**src/design/dasout_map.vh**
```
// constants for the dual-channel serial result port
`ifndef DASOUT_MAP_VH
`define DASOUT_MAP_VH

// ----------------------------------------------------------------------
// frame layout
// ----------------------------------------------------------------------
`define DASOUT_NULL_BITS    4
`define DASOUT_DATA_BITS    12
`define DASOUT_WORD_BITS    16
`define DASOUT_NULL_VALUE   4'h0

// ----------------------------------------------------------------------
// frame lengths in serial clock falling edges
// ----------------------------------------------------------------------
`define DASOUT_LEN_DUAL     6'h10
`define DASOUT_LEN_SINGLE   6'h20

// ----------------------------------------------------------------------
// result buffer
// ----------------------------------------------------------------------
`define DASOUT_FIFO_DEPTH   32
`define DASOUT_FIFO_ADDR_W  5

// ----------------------------------------------------------------------
// reset values
// ----------------------------------------------------------------------
`define DASOUT_RST_LINE     1'b0
`define DASOUT_RST_OE       1'b0
`define DASOUT_RST_SYNC     1'b1

`endif

```
**src/design/dasout_top.v**
```verilog
// dual-channel serial result port: strap-selected one or two output lines
`timescale 1ns/10ps
`include "dasout_map.vh"

module dasout_top #(
  parameter DATA_BITS = `DASOUT_DATA_BITS,
  parameter FIFO_DEPTH = `DASOUT_FIFO_DEPTH,
  parameter FIFO_ADDR_W = `DASOUT_FIFO_ADDR_W
) (
  // clock and reset
  input  wire                 clk,
  input  wire                 rst,
  // pins from the host
  input  wire                 sclk,
  input  wire                 cs_n,
  input  wire                 dual_mode,
  // serial output lines
  output reg                  serial_out_first,
  output reg                  serial_out_first_oe,
  output reg                  serial_out_second,
  output reg                  serial_out_second_oe,
  // conversion results from the sampling core
  input  wire                 sample_valid,
  output wire                 sample_ready,
  input  wire [DATA_BITS-1:0] sample_a,
  input  wire [DATA_BITS-1:0] sample_b,
  // status
  output reg                  power_down,
  output reg                  conv_start,
  output reg                  conv_underrun,
  output reg                  frame_done
);

  // --------------------------------------------------------------------
  // local constants
  // --------------------------------------------------------------------
  localparam WORD_BITS = `DASOUT_NULL_BITS + DATA_BITS;
  localparam PAIR_BITS = 2 * DATA_BITS;
  // one register holds both words; in dual mode its low half stays unused
  localparam SHIFT_BITS = 2 * WORD_BITS;

  localparam [1:0] ST_POWER_DOWN = 2'h0;
  localparam [1:0] ST_SHIFT      = 2'h1;
  localparam [1:0] ST_DONE       = 2'h2;

  // --------------------------------------------------------------------
  // pin synchronisers
  // --------------------------------------------------------------------
  reg sclk_q1;
  reg sclk_q2;
  reg sclk_q3;
  reg cs_q1;
  reg cs_q2;
  reg cs_q3;
  reg dual_q1;
  reg dual_q2;

  // only the second and third stages feed logic
  // sclk high and low must each last over one clk period, or an edge is lost
  // a false fall after reset with sclk idling low is ignored while powered down
  always @(posedge clk) begin
    if (rst) begin
      sclk_q1 <= `DASOUT_RST_SYNC;
      sclk_q2 <= `DASOUT_RST_SYNC;
      sclk_q3 <= `DASOUT_RST_SYNC;
    end else begin
      sclk_q1 <= sclk;
      sclk_q2 <= sclk_q1;
      sclk_q3 <= sclk_q2;
    end
  end

  // select resets high, its idle level, so leaving reset with select high shows no edge
  always @(posedge clk) begin
    if (rst) begin
      cs_q1 <= `DASOUT_RST_SYNC;
      cs_q2 <= `DASOUT_RST_SYNC;
      cs_q3 <= `DASOUT_RST_SYNC;
    end else begin
      cs_q1 <= cs_n;
      cs_q2 <= cs_q1;
      cs_q3 <= cs_q2;
    end
  end

  // the strap is static; it is read only when a frame loads
  always @(posedge clk) begin
    if (rst) begin
      dual_q1 <= `DASOUT_RST_SYNC;
      dual_q2 <= `DASOUT_RST_SYNC;
    end else begin
      dual_q1 <= dual_mode;
      dual_q2 <= dual_q1;
    end
  end

  // the serial clock is the only pacing source for the frame
  wire sclk_fall = sclk_q3 & ~sclk_q2;
  wire cs_fall   = cs_q3 & ~cs_q2;
  wire cs_rise   = ~cs_q3 & cs_q2;

  // --------------------------------------------------------------------
  // result buffer
  // --------------------------------------------------------------------
  wire                 fifo_valid;
  wire [PAIR_BITS-1:0] fifo_data;
  // the sampling core pushes pairs; each loaded frame pops one if the buffer holds any
  wire                 fifo_pop;

  dasout_fifo #(
    .WIDTH  (PAIR_BITS),
    .DEPTH  (FIFO_DEPTH),
    .ADDR_W (FIFO_ADDR_W)
  ) u_fifo (
    .clk       (clk),
    .rst       (rst),
    .in_valid  (sample_valid),
    .in_ready  (sample_ready),
    .in_data   ({sample_a, sample_b}),
    .out_valid (fifo_valid),
    .out_ready (fifo_pop),
    .out_data  (fifo_data)
  );

  // --------------------------------------------------------------------
  // frame helpers
  // --------------------------------------------------------------------
  function [WORD_BITS-1:0] make_word;
    input [DATA_BITS-1:0] result;
    begin
      make_word = {`DASOUT_NULL_VALUE, result};
    end
  endfunction

  function [5:0] frame_len;
    input dual;
    begin
      if (dual)
        frame_len = `DASOUT_LEN_DUAL;
      else
        frame_len = `DASOUT_LEN_SINGLE;
    end
  endfunction

  // an empty buffer still gives a full frame, but of zeros
  wire [DATA_BITS-1:0] res_a = fifo_valid ? fifo_data[PAIR_BITS-1:DATA_BITS] : {DATA_BITS{1'b0}};
  wire [DATA_BITS-1:0] res_b = fifo_valid ? fifo_data[DATA_BITS-1:0] : {DATA_BITS{1'b0}};
  wire [WORD_BITS-1:0] word_a = make_word(res_a);
  wire [WORD_BITS-1:0] word_b = make_word(res_b);

  // --------------------------------------------------------------------
  // frame state
  // --------------------------------------------------------------------
  reg [1:0]            state;
  reg [1:0]            next_state;
  reg                  dual_latched;
  reg [5:0]            bit_idx;
  reg [SHIFT_BITS-1:0] shift_first;
  reg [WORD_BITS-1:0]  shift_second;

  // frame end is the last falling edge of the strap-chosen length
  wire [5:0] last_idx = frame_len(dual_latched) - 6'h01;
  wire       last_bit = (bit_idx == last_idx);

  // a pair leaves the buffer only when a frame really loads it
  wire load_frame = (state == ST_POWER_DOWN) && cs_fall;
  assign fifo_pop = load_frame;

  always @* begin
    next_state = state;
    case (state)
      ST_POWER_DOWN: begin
        if (cs_fall)
          next_state = ST_SHIFT;
      end
      ST_SHIFT: begin
        // select rising mid-frame aborts; undelivered bits are dropped
        if (cs_rise)
          next_state = ST_POWER_DOWN;
        else if (sclk_fall && last_bit)
          next_state = ST_DONE;
      end
      ST_DONE: begin
        if (cs_rise)
          next_state = ST_POWER_DOWN;
      end
      default: next_state = ST_POWER_DOWN;
    endcase
  end

  always @(posedge clk) begin
    if (rst) begin
      state <= ST_POWER_DOWN;
    end else begin
      state <= next_state;
    end
  end

  // --------------------------------------------------------------------
  // shift path
  // --------------------------------------------------------------------
  // strap is taken once per frame so a mid-frame change cannot tear it
  // bit_idx counts the falling edges seen in this frame
  always @(posedge clk) begin
    if (rst) begin
      dual_latched <= 1'b1;
      bit_idx      <= 6'h00;
      shift_first  <= {SHIFT_BITS{1'b0}};
      shift_second <= {WORD_BITS{1'b0}};
    end else if (load_frame) begin
      dual_latched <= dual_q2;
      bit_idx      <= 6'h00;
      if (dual_q2) begin
        shift_first  <= {word_a, {WORD_BITS{1'b0}}};
        shift_second <= word_b;
      end else begin
        shift_first  <= {word_a, word_b};
        shift_second <= {WORD_BITS{1'b0}};
      end
    end else if (state == ST_SHIFT && sclk_fall) begin
      bit_idx      <= bit_idx + 6'h01;
      shift_first  <= {shift_first[SHIFT_BITS-2:0], 1'b0};
      shift_second <= {shift_second[WORD_BITS-2:0], 1'b0};
    end
  end

  // --------------------------------------------------------------------
  // output lines
  // --------------------------------------------------------------------
  // a cut frame releases the lines at once; the pair it carried is lost
  always @(posedge clk) begin
    if (rst) begin
      serial_out_first     <= `DASOUT_RST_LINE;
      serial_out_second    <= `DASOUT_RST_LINE;
      serial_out_first_oe  <= `DASOUT_RST_OE;
      serial_out_second_oe <= `DASOUT_RST_OE;
    end else begin
      case (next_state)
        ST_SHIFT: begin
          serial_out_first_oe  <= 1'b1;
          // until the frame latches the strap, the live strap sets the second enable
          serial_out_second_oe <= (state == ST_SHIFT) ? dual_latched : dual_q2;
          if (state == ST_POWER_DOWN) begin
            // first null bit appears as soon as select falls
            serial_out_first  <= word_a[WORD_BITS-1];
            serial_out_second <= dual_q2 ? word_b[WORD_BITS-1] : 1'b0;
          end else if (sclk_fall) begin
            serial_out_first  <= shift_first[SHIFT_BITS-2];
            serial_out_second <= dual_latched ? shift_second[WORD_BITS-2] : 1'b0;
          end
        end
        ST_DONE: begin
          // frame spent: keep driving low until select rises
          serial_out_first     <= 1'b0;
          serial_out_second    <= 1'b0;
          serial_out_first_oe  <= 1'b1;
          serial_out_second_oe <= dual_latched;
        end
        default: begin
          // power-down releases both lines
          serial_out_first     <= 1'b0;
          serial_out_second    <= 1'b0;
          serial_out_first_oe  <= 1'b0;
          serial_out_second_oe <= 1'b0;
        end
      endcase
    end
  end

  // --------------------------------------------------------------------
  // status
  // --------------------------------------------------------------------
  // levels follow the next state so they move with the line enables
  always @(posedge clk) begin
    if (rst) begin
      power_down <= 1'b1;
      frame_done <= 1'b0;
    end else begin
      power_down <= (next_state == ST_POWER_DOWN);
      frame_done <= (next_state == ST_DONE);
    end
  end

  // one-cycle pulses; an underrun frame still runs, but carries zeros
  always @(posedge clk) begin
    if (rst) begin
      conv_start    <= 1'b0;
      conv_underrun <= 1'b0;
    end else begin
      conv_start    <= load_frame;
      conv_underrun <= load_frame && !fifo_valid;
    end
  end

endmodule // dasout_top

```
**src/design/dasout_fifo.v**
```verilog
// result buffer: synchronous fifo with valid and ready on both sides
`timescale 1ns/10ps

module dasout_fifo #(
  parameter WIDTH  = 24,
  parameter DEPTH  = 32,
  parameter ADDR_W = 5
) (
  // clock and reset
  input  wire             clk,
  input  wire             rst,
  // fill side
  input  wire             in_valid,
  output reg              in_ready,
  input  wire [WIDTH-1:0] in_data,
  // drain side
  output reg              out_valid,
  input  wire             out_ready,
  output wire [WIDTH-1:0] out_data
);

  // --------------------------------------------------------------------
  // storage and pointers
  // --------------------------------------------------------------------
  reg [WIDTH-1:0]  mem [0:DEPTH-1];
  reg [ADDR_W-1:0] wr_ptr;
  reg [ADDR_W-1:0] rd_ptr;
  reg [ADDR_W:0]   count;
  reg [ADDR_W:0]   next_count;

  wire do_wr = in_valid & in_ready;
  wire do_rd = out_valid & out_ready;

  localparam [ADDR_W:0] DEPTH_W = DEPTH[ADDR_W:0];

  function [ADDR_W-1:0] ptr_inc;
    input [ADDR_W-1:0] p;
    begin
      if (p == DEPTH - 1)
        ptr_inc = {ADDR_W{1'b0}};
      else
        ptr_inc = p + 1'b1;
    end
  endfunction

  assign out_data = mem[rd_ptr];

  always @* begin
    next_count = count;
    case ({do_wr, do_rd})
      2'b10:   next_count = count + 1'b1;
      2'b01:   next_count = count - 1'b1;
      default: next_count = count;
    endcase
  end

  // --------------------------------------------------------------------
  // flags are registered so the fill-side ready leaves from a flop
  // --------------------------------------------------------------------
  always @(posedge clk) begin
    if (rst) begin
      wr_ptr    <= {ADDR_W{1'b0}};
      rd_ptr    <= {ADDR_W{1'b0}};
      count     <= {(ADDR_W+1){1'b0}};
      in_ready  <= 1'b0;
      out_valid <= 1'b0;
    end else begin
      if (do_wr) begin
        wr_ptr <= ptr_inc(wr_ptr);
      end
      if (do_rd) begin
        rd_ptr <= ptr_inc(rd_ptr);
      end
      count     <= next_count;
      in_ready  <= (next_count != DEPTH_W);
      out_valid <= (next_count != {(ADDR_W+1){1'b0}});
    end
  end

  always @(posedge clk) begin
    if (do_wr) begin
      mem[wr_ptr] <= in_data;
    end
  end

endmodule // dasout_fifo

```
**config.mk**
```make
export PLATFORM = sky130hd
export DESIGN_NAME = dasout_top
export DESIGN_NICKNAME = d
export VERILOG_FILES = /design/src/design/dasout_top.v /design/src/design/dasout_fifo.v
export VERILOG_INCLUDE_DIRS = /design/src /design/src/design
export SDC_FILE = /design/constraint.sdc
export NUM_CORES = 1
export LEC_CHECK = 0
export BUFFER_PORTS_ARGS = -buffer_cell sky130_fd_sc_hd__buf_2
export CAP_MARGIN = 5
export CORE_UTILIZATION = 52
export CTS_BUF_LIST = sky130_fd_sc_hd__clkbuf_16
export CTS_CLUSTER_SIZE = 25
export DETAILED_ROUTE_END_ITERATION = 8
export GPL_TIMING_DRIVEN = 1
export PLACE_DENSITY = 0.65
export SYNTH_ARGS = -nofsm -noshare
export SYNTH_HDL_FRONTEND = slang
export SYNTH_SLANG_ARGS = --single-unit
```
**constraint.sdc**
```tcl
create_clock -name clk -period 4.1 [get_ports clk]
set_input_delay 0.41 -clock clk [delete_from_list [all_inputs] [get_ports clk]]
set_output_delay 0.41 -clock clk [all_outputs]
set_load 0.02 [all_outputs]
```
==> impl_metrics.py, run 1 <==
metrics = {
    "yosys": {
        "synth_edf_count": 768,
        "synthFlopType": "edfxtp_1",
        "synth.most_common_cell": "edfxtp_1",
        "synth_area_leaders": "edfxtp_1, mux4_2, dfxtp_1",
        "netlist_instances": 1582,
        "ys_ff_latch": 862,
        "synth_nets": 1625,
        "synthDistinctLibCells": 55,
        "syn_area_um2": 33120,
        "yosysWarnings": 0,
        "ys_seq_area_share_pct": 75.31,
        "synth_area_per_cell_um2": 20.94,
        "synthTopCellsByCount": "edfxtp_1, mux4_2, dfxtp_1, nor2_1, mux2i_1",
        "synthArstFlopShare_pct": 0,
        "synth_top_area_share_pct": 69.63,
        "synth.largest_area_cell": "edfxtp_1",
    },
    "drt": {
        "first_iter_violations": 1578,
        "vias": 15930,
        "met3RoutedLength_um": 4585,
        "drt-met1-wl_um": 31690,
        "wl_per_cell_um": 28.50,
        "drt_drc_violations_left": 2,
        "routed.top_layer": "met4",
        "vias_per_cell": 6.132,
        "dr.pass1.iters": 9,
        "ant_nets": 0,
        "dr_wl_met2_um": 36120,
        "routed_wl_um": 74010,
    },
    "status": {
        "status": "complete, but fails checks",
        "violations": "DRC",
    },
    "critical_path": {
        "crit_top_cell": "a21oi_1",
        "crit_fanout": 13,
        "worst-path-buf-inv": 2,
        "cpLargestDelayFamily": "compound AO/OA/AOI/OAI gates",
        "arrival_ns": 3.30,
        "cp_data_required_time_ns": 4.60,
        "crit_path_top_delay_cell": "dfxtp_1",
        "max_stage_delay_ns": 0.36,
        "cp-end-kind": "flip-flop",
        "path_cells": "nor4b_2, buf_4, nand2_1, inv_2, ha_1, a21oi_1, a21boi_1, o31a_1, a21oi_1, a41oi_1",
        "critPathLaunchType": "flip-flop",
        "critPathKind": "flip-flop to flip-flop",
    },
    "clock_network": {
        "htreeDepth": 3,
        "clk_pin_slew_ns": 0.06,
        "ctsResizeCount": 0,
        "clockRootBuffer": "clkbuf_16",
        "numCtsBuffers": 88,
        "clock-sinks": 862,
        "postCtsSetupBuffers": 0,
        "cts_tree": "done",
        "insertion_delay_ns": 0.64,
        "ctsLongestPathBuffers": 3,
    },
    "floorplan": {
        "rows": 92,
        "die-area_um2": 64710,
        "pin_count": 39,
        "start_util_pct": 52.61,
        "die_y_um": 254.4,
        "die_x_um": 254.4,
        "core-area_um2": 62970,
    },
    "sta": {
        "rsz0062_at_grt": "no",
        "finalMaxSlewViolations": 0,
        "fin_crit_ns": 2.799,
        "slew_headroom_pct": 21.30,
        "finalHoldViolations": 0,
        "worst_pin_slew_ns": 1.176,
        "final-setup-viol-count": 0,
        "fmaxAchievable_ghz": 0.3573,
        "finalCritPeriodShare_pct": 68.26,
        "finClkSkew_ns": 0.01898,
        "setup_tns_ns": 0,
    },
    "cells_and_area": {
        "instances_no_fill": 2597,
        "nets": 1721,
        "final_layout_size_suffix_gt1_share_pct": 28.63,
        "synthToLayoutAreaGrowth_pct": 13.47,
    },
    "global_routing": {
        "track_usage_pct": 23.77,
        "grt_overflow": 0,
        "grt_max_degree": 87,
        "first_global_vias": 16300,
        "grt_pass1_wl_um": 109000,
        "antenna_found_initial": 0,
    },
    "pwr": {
        "vdd_drop_max_mv": 0.4212,
        "power_density_nw_per_um2": 464.9,
        "p_total_mw": 17.47,
        "total_leakage_power_nw": 11.71,
    },
    "job": {
        "cap_violations": 0,
    },
    "placement": {
        "hpwlAfterDp_um": 41940,
        "port_buffers": 38,
        "place_inst": 2431,
        "gp_congestion": 0.8265,
    },
    "worst_hold_path": {
        "hp-class": "input pin to flip-flop",
    },
}
[per-stage QoR]
| stage | hold WS, ns | setup slack, ns | area (um^2) | util, % |
|---|---|---|---|---|
| floorplan | 0.3895 | 1.577 | 33120 | - |
| global placement | 0.4038 | 1.253 | 34830 | 55.31 |
| detailed placement | 0.4111 | 1.239 | 34830 | 55.31 |
| CTS | 0.04189 | 1.313 | 37580 | 59.69 |
| global route | 0.07931 | 1.066 | 37580 | 59.69 |
| finish | 0.07478 | 1.301 | 37580 | 59.69 |
[layout make-up]
cell class | instances | area, um^2
Sequential cell | 862 | 24960
Timing Repair Buffer | 95 | 825.8
Tap cell | 846 | 1059
Antenna cell | 1 | 2.502
Clock buffer | 91 | 2277
Fill cell | 4444 | 25380
Clock inverter | 71 | 447.9
Multi-Input combinational cell | 623 | 7983
Inverter | 8 | 30.03
[layer usage]
| layer | vias to the layer above | GRT usage (%) |
|---|---|---|
| met5 | - | 0 |
| met4 | 0 | 6.334 |
| met3 | 112 | 4.399 |
| met2 | 540 | 37.62 |
| met1 | 8497 | 34.35 |
| li1 | 6776 | - |
[cells by family after synthesis]
group,synth area share (%)
AO/OA/AOI/OAI,2.217
XOR/XNOR,0.3173
adder cells (fa/ha/maj),0.4911
buffers and inverters,1.383
flip-flops,75.31
multiplexers,17.51
AND/OR/NAND/NOR,2.773
[state kept, by name, indices dropped and copies added, names as in the netlist, 2 cells and up, named ones only]
register and count:
bit_idx 6, shift_first 31, shift_second 15, state 2, u_fifo.count 6, u_fifo.mem 768, u_fifo.rd_ptr 5, u_fifo.wr_ptr 5
[report_power, final]
part           switching [mW]  internal (mW)
Sequential             0.0239           9.58
Combinational           0.246          0.125
Clock                    3.28           4.22
Total                    3.55           13.9
[worst paths after layout]
check / start / endpoint / cells after the start / slack, ns
worst max-delay path: state[1] / u_fifo.out_valid / 10 / 1.30
worst min-delay path: rst / dual_latched / 3 / 0.07
worst max register to register: state[1] / u_fifo.out_valid / 10 / 1.30
worst min register to register: dual_q1 / dual_q2 / 1 / 0.42
[what timing repair did]
item	4_1_cts	5_1_grt
hold buffers	3	0
setup endpoints to repair	0	0
hold endpoints to repair	3	0
[layout by cell type (no fill, tap or decap), types with 4 or more instances in the layout]
cell          n
edfxtp_1    768
mux4_2      230
clkbuf_16    91
dfxtp_1      90
mux2i_1      62
nand2_1      42
buf_2        38
buf_4        38
nor2_4       32
nor2_1       32
a21oi_1      32
o22ai_1      32
inv_1        28
clkinv_1     19
clkinv_2     17
buf_12       16
o21ai_1      14
ha_1         13
or2_2        12
a22oi_1      12
nand3_1       9
nor2b_1       8
nand2b_1      7
xor2_1        7
nor3_1        7
nand4_1       7
o21ai_0       5
a31oi_1       5
xnor2_1       5
nand3b_1      4
dfxtp_4       4
clkinvlp_4    4
[worst register-to-register path, stage by stage (launching register included)]
cell      delay [ns]
dfxtp_1         0.36
nor4b_2         0.29
buf_4           0.22
nand2_1         0.29
inv_2           0.16
ha_1            0.31
a21oi_1         0.19
a21boi_1        0.19
o31a_1          0.33
a21oi_1         0.18
a41oi_1         0.14
(Power assumes the default switching activity.)
==> run 2, diff against run 1 <==
--- a/config.mk
+++ b/config.mk
@@ -13,7 +13,7 @@
 export CTS_CLUSTER_SIZE = 25
 export DETAILED_ROUTE_END_ITERATION = 8
 export GPL_TIMING_DRIVEN = 1
-export PLACE_DENSITY = 0.65
+export PLACE_DENSITY = 0.67
 export SYNTH_ARGS = -nofsm -noshare
 export SYNTH_HDL_FRONTEND = slang
 export SYNTH_SLANG_ARGS = --single-unit
==> constraint.sdc (replaced) <==
create_clock -name clk -period 2.5 [get_ports clk]
set_input_delay 0.25 -clock clk [delete_from_list [all_inputs] [get_ports clk]]
set_output_delay 0.25 -clock clk [all_outputs]
set_load 0.02 [all_outputs]
==> run 2 against run 1 <==
  * The flow now finishes without violations
  * Critical path type unchanged
  * Non-clock buffer count grew 54
  * Worst hold slack improved by 0.031 ns
  * Cell area up 1.7%
  * Sequential share of layout area decreased by 1.1 points
  * Via count is 3.0% higher
  * Largest power group unchanged
  * Largest cell class unchanged
==> impl_metrics.py, run 2 (synthesis results as in run 1) <==
metrics = {
    "status": {
        "status": "completed",
    },
    "pwr": {
        "power_density_nw_per_um2": 754.8,
        "comb_power_share_pct": 2.2,
        "p_total_mw": 28.84,
        "total_leakage_power_nw": 12.04,
        "swShare_pct": 19.75,
        "p_sw_mw": 5.696,
        "vdd_drop_max_mv": 0.6585,
        "intPower_mw": 23.14,
        "seq_power_share_pct": 54.6,
        "p_clk_share_pct": 43.2,
    },
    "critical_path": {
        "critPathKind": "flip-flop to flip-flop",
        "path_cells": "buf_12, buf_12, buf_4, mux4_2, mux2i_1, o22ai_1, nor2_1, o22ai_1",
        "cpLargestDelayFamily": "multiplexers",
        "arrival_ns": 2.83,
        "cp_data_required_time_ns": 2.98,
        "rr_worst_depth": 8,
        "cp-end-kind": "flip-flop",
        "worst-path-buf-inv": 3,
        "cp.depth": 8,
        "crit_fanout": 19,
        "max_stage_delay_ns": 0.51,
        "critPathLaunchType": "flip-flop",
        "crit_path_top_delay_cell": "mux4_2",
    },
    "cells_and_area": {
        "synthToLayoutAreaGrowth_pct": 15.36,
        "nets": 1772,
        "layout_commonest_cell": "edfxtp_1",
        "final_layout_size_suffix_gt1_share_pct": 31.12,
        "top_regs": "u_fifo.mem x768, shift_first x31, shift_second x15",
        "n_antenna_cell": 0,
        "final_cell_mix": "edfxtp_1, mux4_2, dfxtp_1",
        "fill_cells": 4388,
        "instances_no_fill": 2642,
        "largest_reg_flops": 768,
        "max_flop_register": "u_fifo.mem",
        "final_cell_area_um2": 38210,
    },
    "drt": {
        "routed_wl_um": 75850,
        "wl_per_cell_um": 28.71,
        "dr.pass1.iters": 5,
        "first_iter_violations": 1750,
        "vias_per_cell": 6.210,
        "vias": 16410,
        "drt_drc_violations_left": 0,
        "ant_nets": 0,
    },
    "floorplan": {
        "die_y_um": 254.4,
        "start_util_pct": 52.61,
        "die-area_um2": 64710,
        "rows": 92,
        "core-area_um2": 62970,
        "pin_count": 39,
        "die_x_um": 254.4,
    },
    "sta": {
        "fin_crit_ns": 2.350,
        "finalHoldViolations": 0,
        "rsz0062_at_grt": "no",
        "finalCritPeriodShare_pct": 94.01,
        "finalMaxSlewViolations": 0,
        "finClkSkew_ns": 0.04230,
        "final-setup-viol-count": 0,
        "slew_headroom_pct": 56.43,
        "fmaxAchievable_ghz": 0.4255,
        "setup_tns_ns": 0,
        "worst_pin_slew_ns": 0.6535,
    },
    "clock_network": {
        "numCtsBuffers": 85,
        "cts_tree": "done",
        "htreeDepth": 3,
        "ctsLongestPathBuffers": 3,
        "clockRootBuffer": "clkbuf_16",
        "insertion_delay_ns": 0.64,
        "clock-sinks": 862,
        "clk_pin_slew_ns": 0.06,
    },
    "global_routing": {
        "track_usage_pct": 24.37,
        "grt_pass1_wl_um": 111400,
        "grt_overflow": 0,
        "first_global_vias": 16360,
        "grt_max_degree": 51,
        "antenna_found_initial": 2,
    },
    "job": {
        "cap_violations": 0,
    },
    "placement": {
        "gp_congestion": 0.7980,
        "hpwlAfterDp_um": 43780,
        "place_area_um2": 35460,
        "place_inst": 2485,
        "port_buffers": 38,
    },
    "worst_hold_path": {
        "holdPathStages": 2,
        "hp-class": "input pin to flip-flop",
    },
}
==> run 2: changes by cell type in the layout (fill, tap and decap cells not counted), sizes merged <==
cell      before  now
bufinv         3    8
inv           32   26
buf           92  146
clkinv        40   39
clkbuf        91   88
clkinvlp       4    1
diode          1    0
==> run 2: area by class of cell <==
cell class / instances / area (um^2) / share of cell area, %
inverters: 8 / 30.03 / 0.07859
well taps: 846 / 1059 / 2.770
multi-input cells: 623 / 7989 / 20.91
flip-flops and latches: 862 / 24960 / 65.32
clock buffers: 88 / 2202 / 5.763
repair buffers: 149 / 1456 / 3.812
clock inverters: 66 / 515.5 / 1.349
==> run 2: path summary, 6_finish.rpt <==
kind / start / to / slack, ns
worst min register to register: sclk_q1 / sclk_q2 / 0.43
worst max-delay path: flip-flop / shift_first[11] / 0.15
worst max register to register: flip-flop / shift_first[11] / 0.15
worst min-delay path: rst / u_fifo.count[0] / 0.11
==> run 2: layer usage <==
layer | track usage, % | vias up | routed length [um]
li1 | - | 6870 | -
met1 | 36.21 | 8696 | 31620
met2 | 37.08 | 717 | 35980
met3 | 4.450 | 123 | 6362
met4 | 7.522 | 2 | 1865
met5 | 0 | - | 17
==> run 2: power by group through the flow <==
| stage | Sequential (mW) | Clock, mW | Combinational [mW] |
|---|---|---|---|
| final | 15.7 | 12.5 | 0.644 |
| after global routing | 15.7 | 13.2 | 0.699 |
| after CTS | 15.7 | 12.6 | 0.648 |
| after detailed placement | 16.1 | 0 | 0.642 |
| after global placement | 16.0 | 0 | 0.619 |
| after floorplan | 16.0 | 0 | 0.320 |
==> run 2: metrics by stage <==
step / hold WS, ns / utilization [%] / setup slack [ns]
after floorplan: 0.3489 / - / -0.02314
after global placement: 0.4004 / 56.31 / 0.1580
after detailed placement: 0.4018 / 56.31 / 0.08918
after CTS: 0.08193 / 60.67 / 0.07915
after global routing: 0.1232 / 60.68 / 0.02670
final: 0.1055 / 60.68 / 0.1497
==> run 2: repair_timing <==
| action | CTS | global route |
|---|---|---|
| endpoints found under the hold margin | 3 | 0 |
| resized for setup | 0 | 2 |
| setup buffers | 0 | 0 |
| setup endpoints to repair | 0 | 2 |
| hold buffers | 3 | 0 |
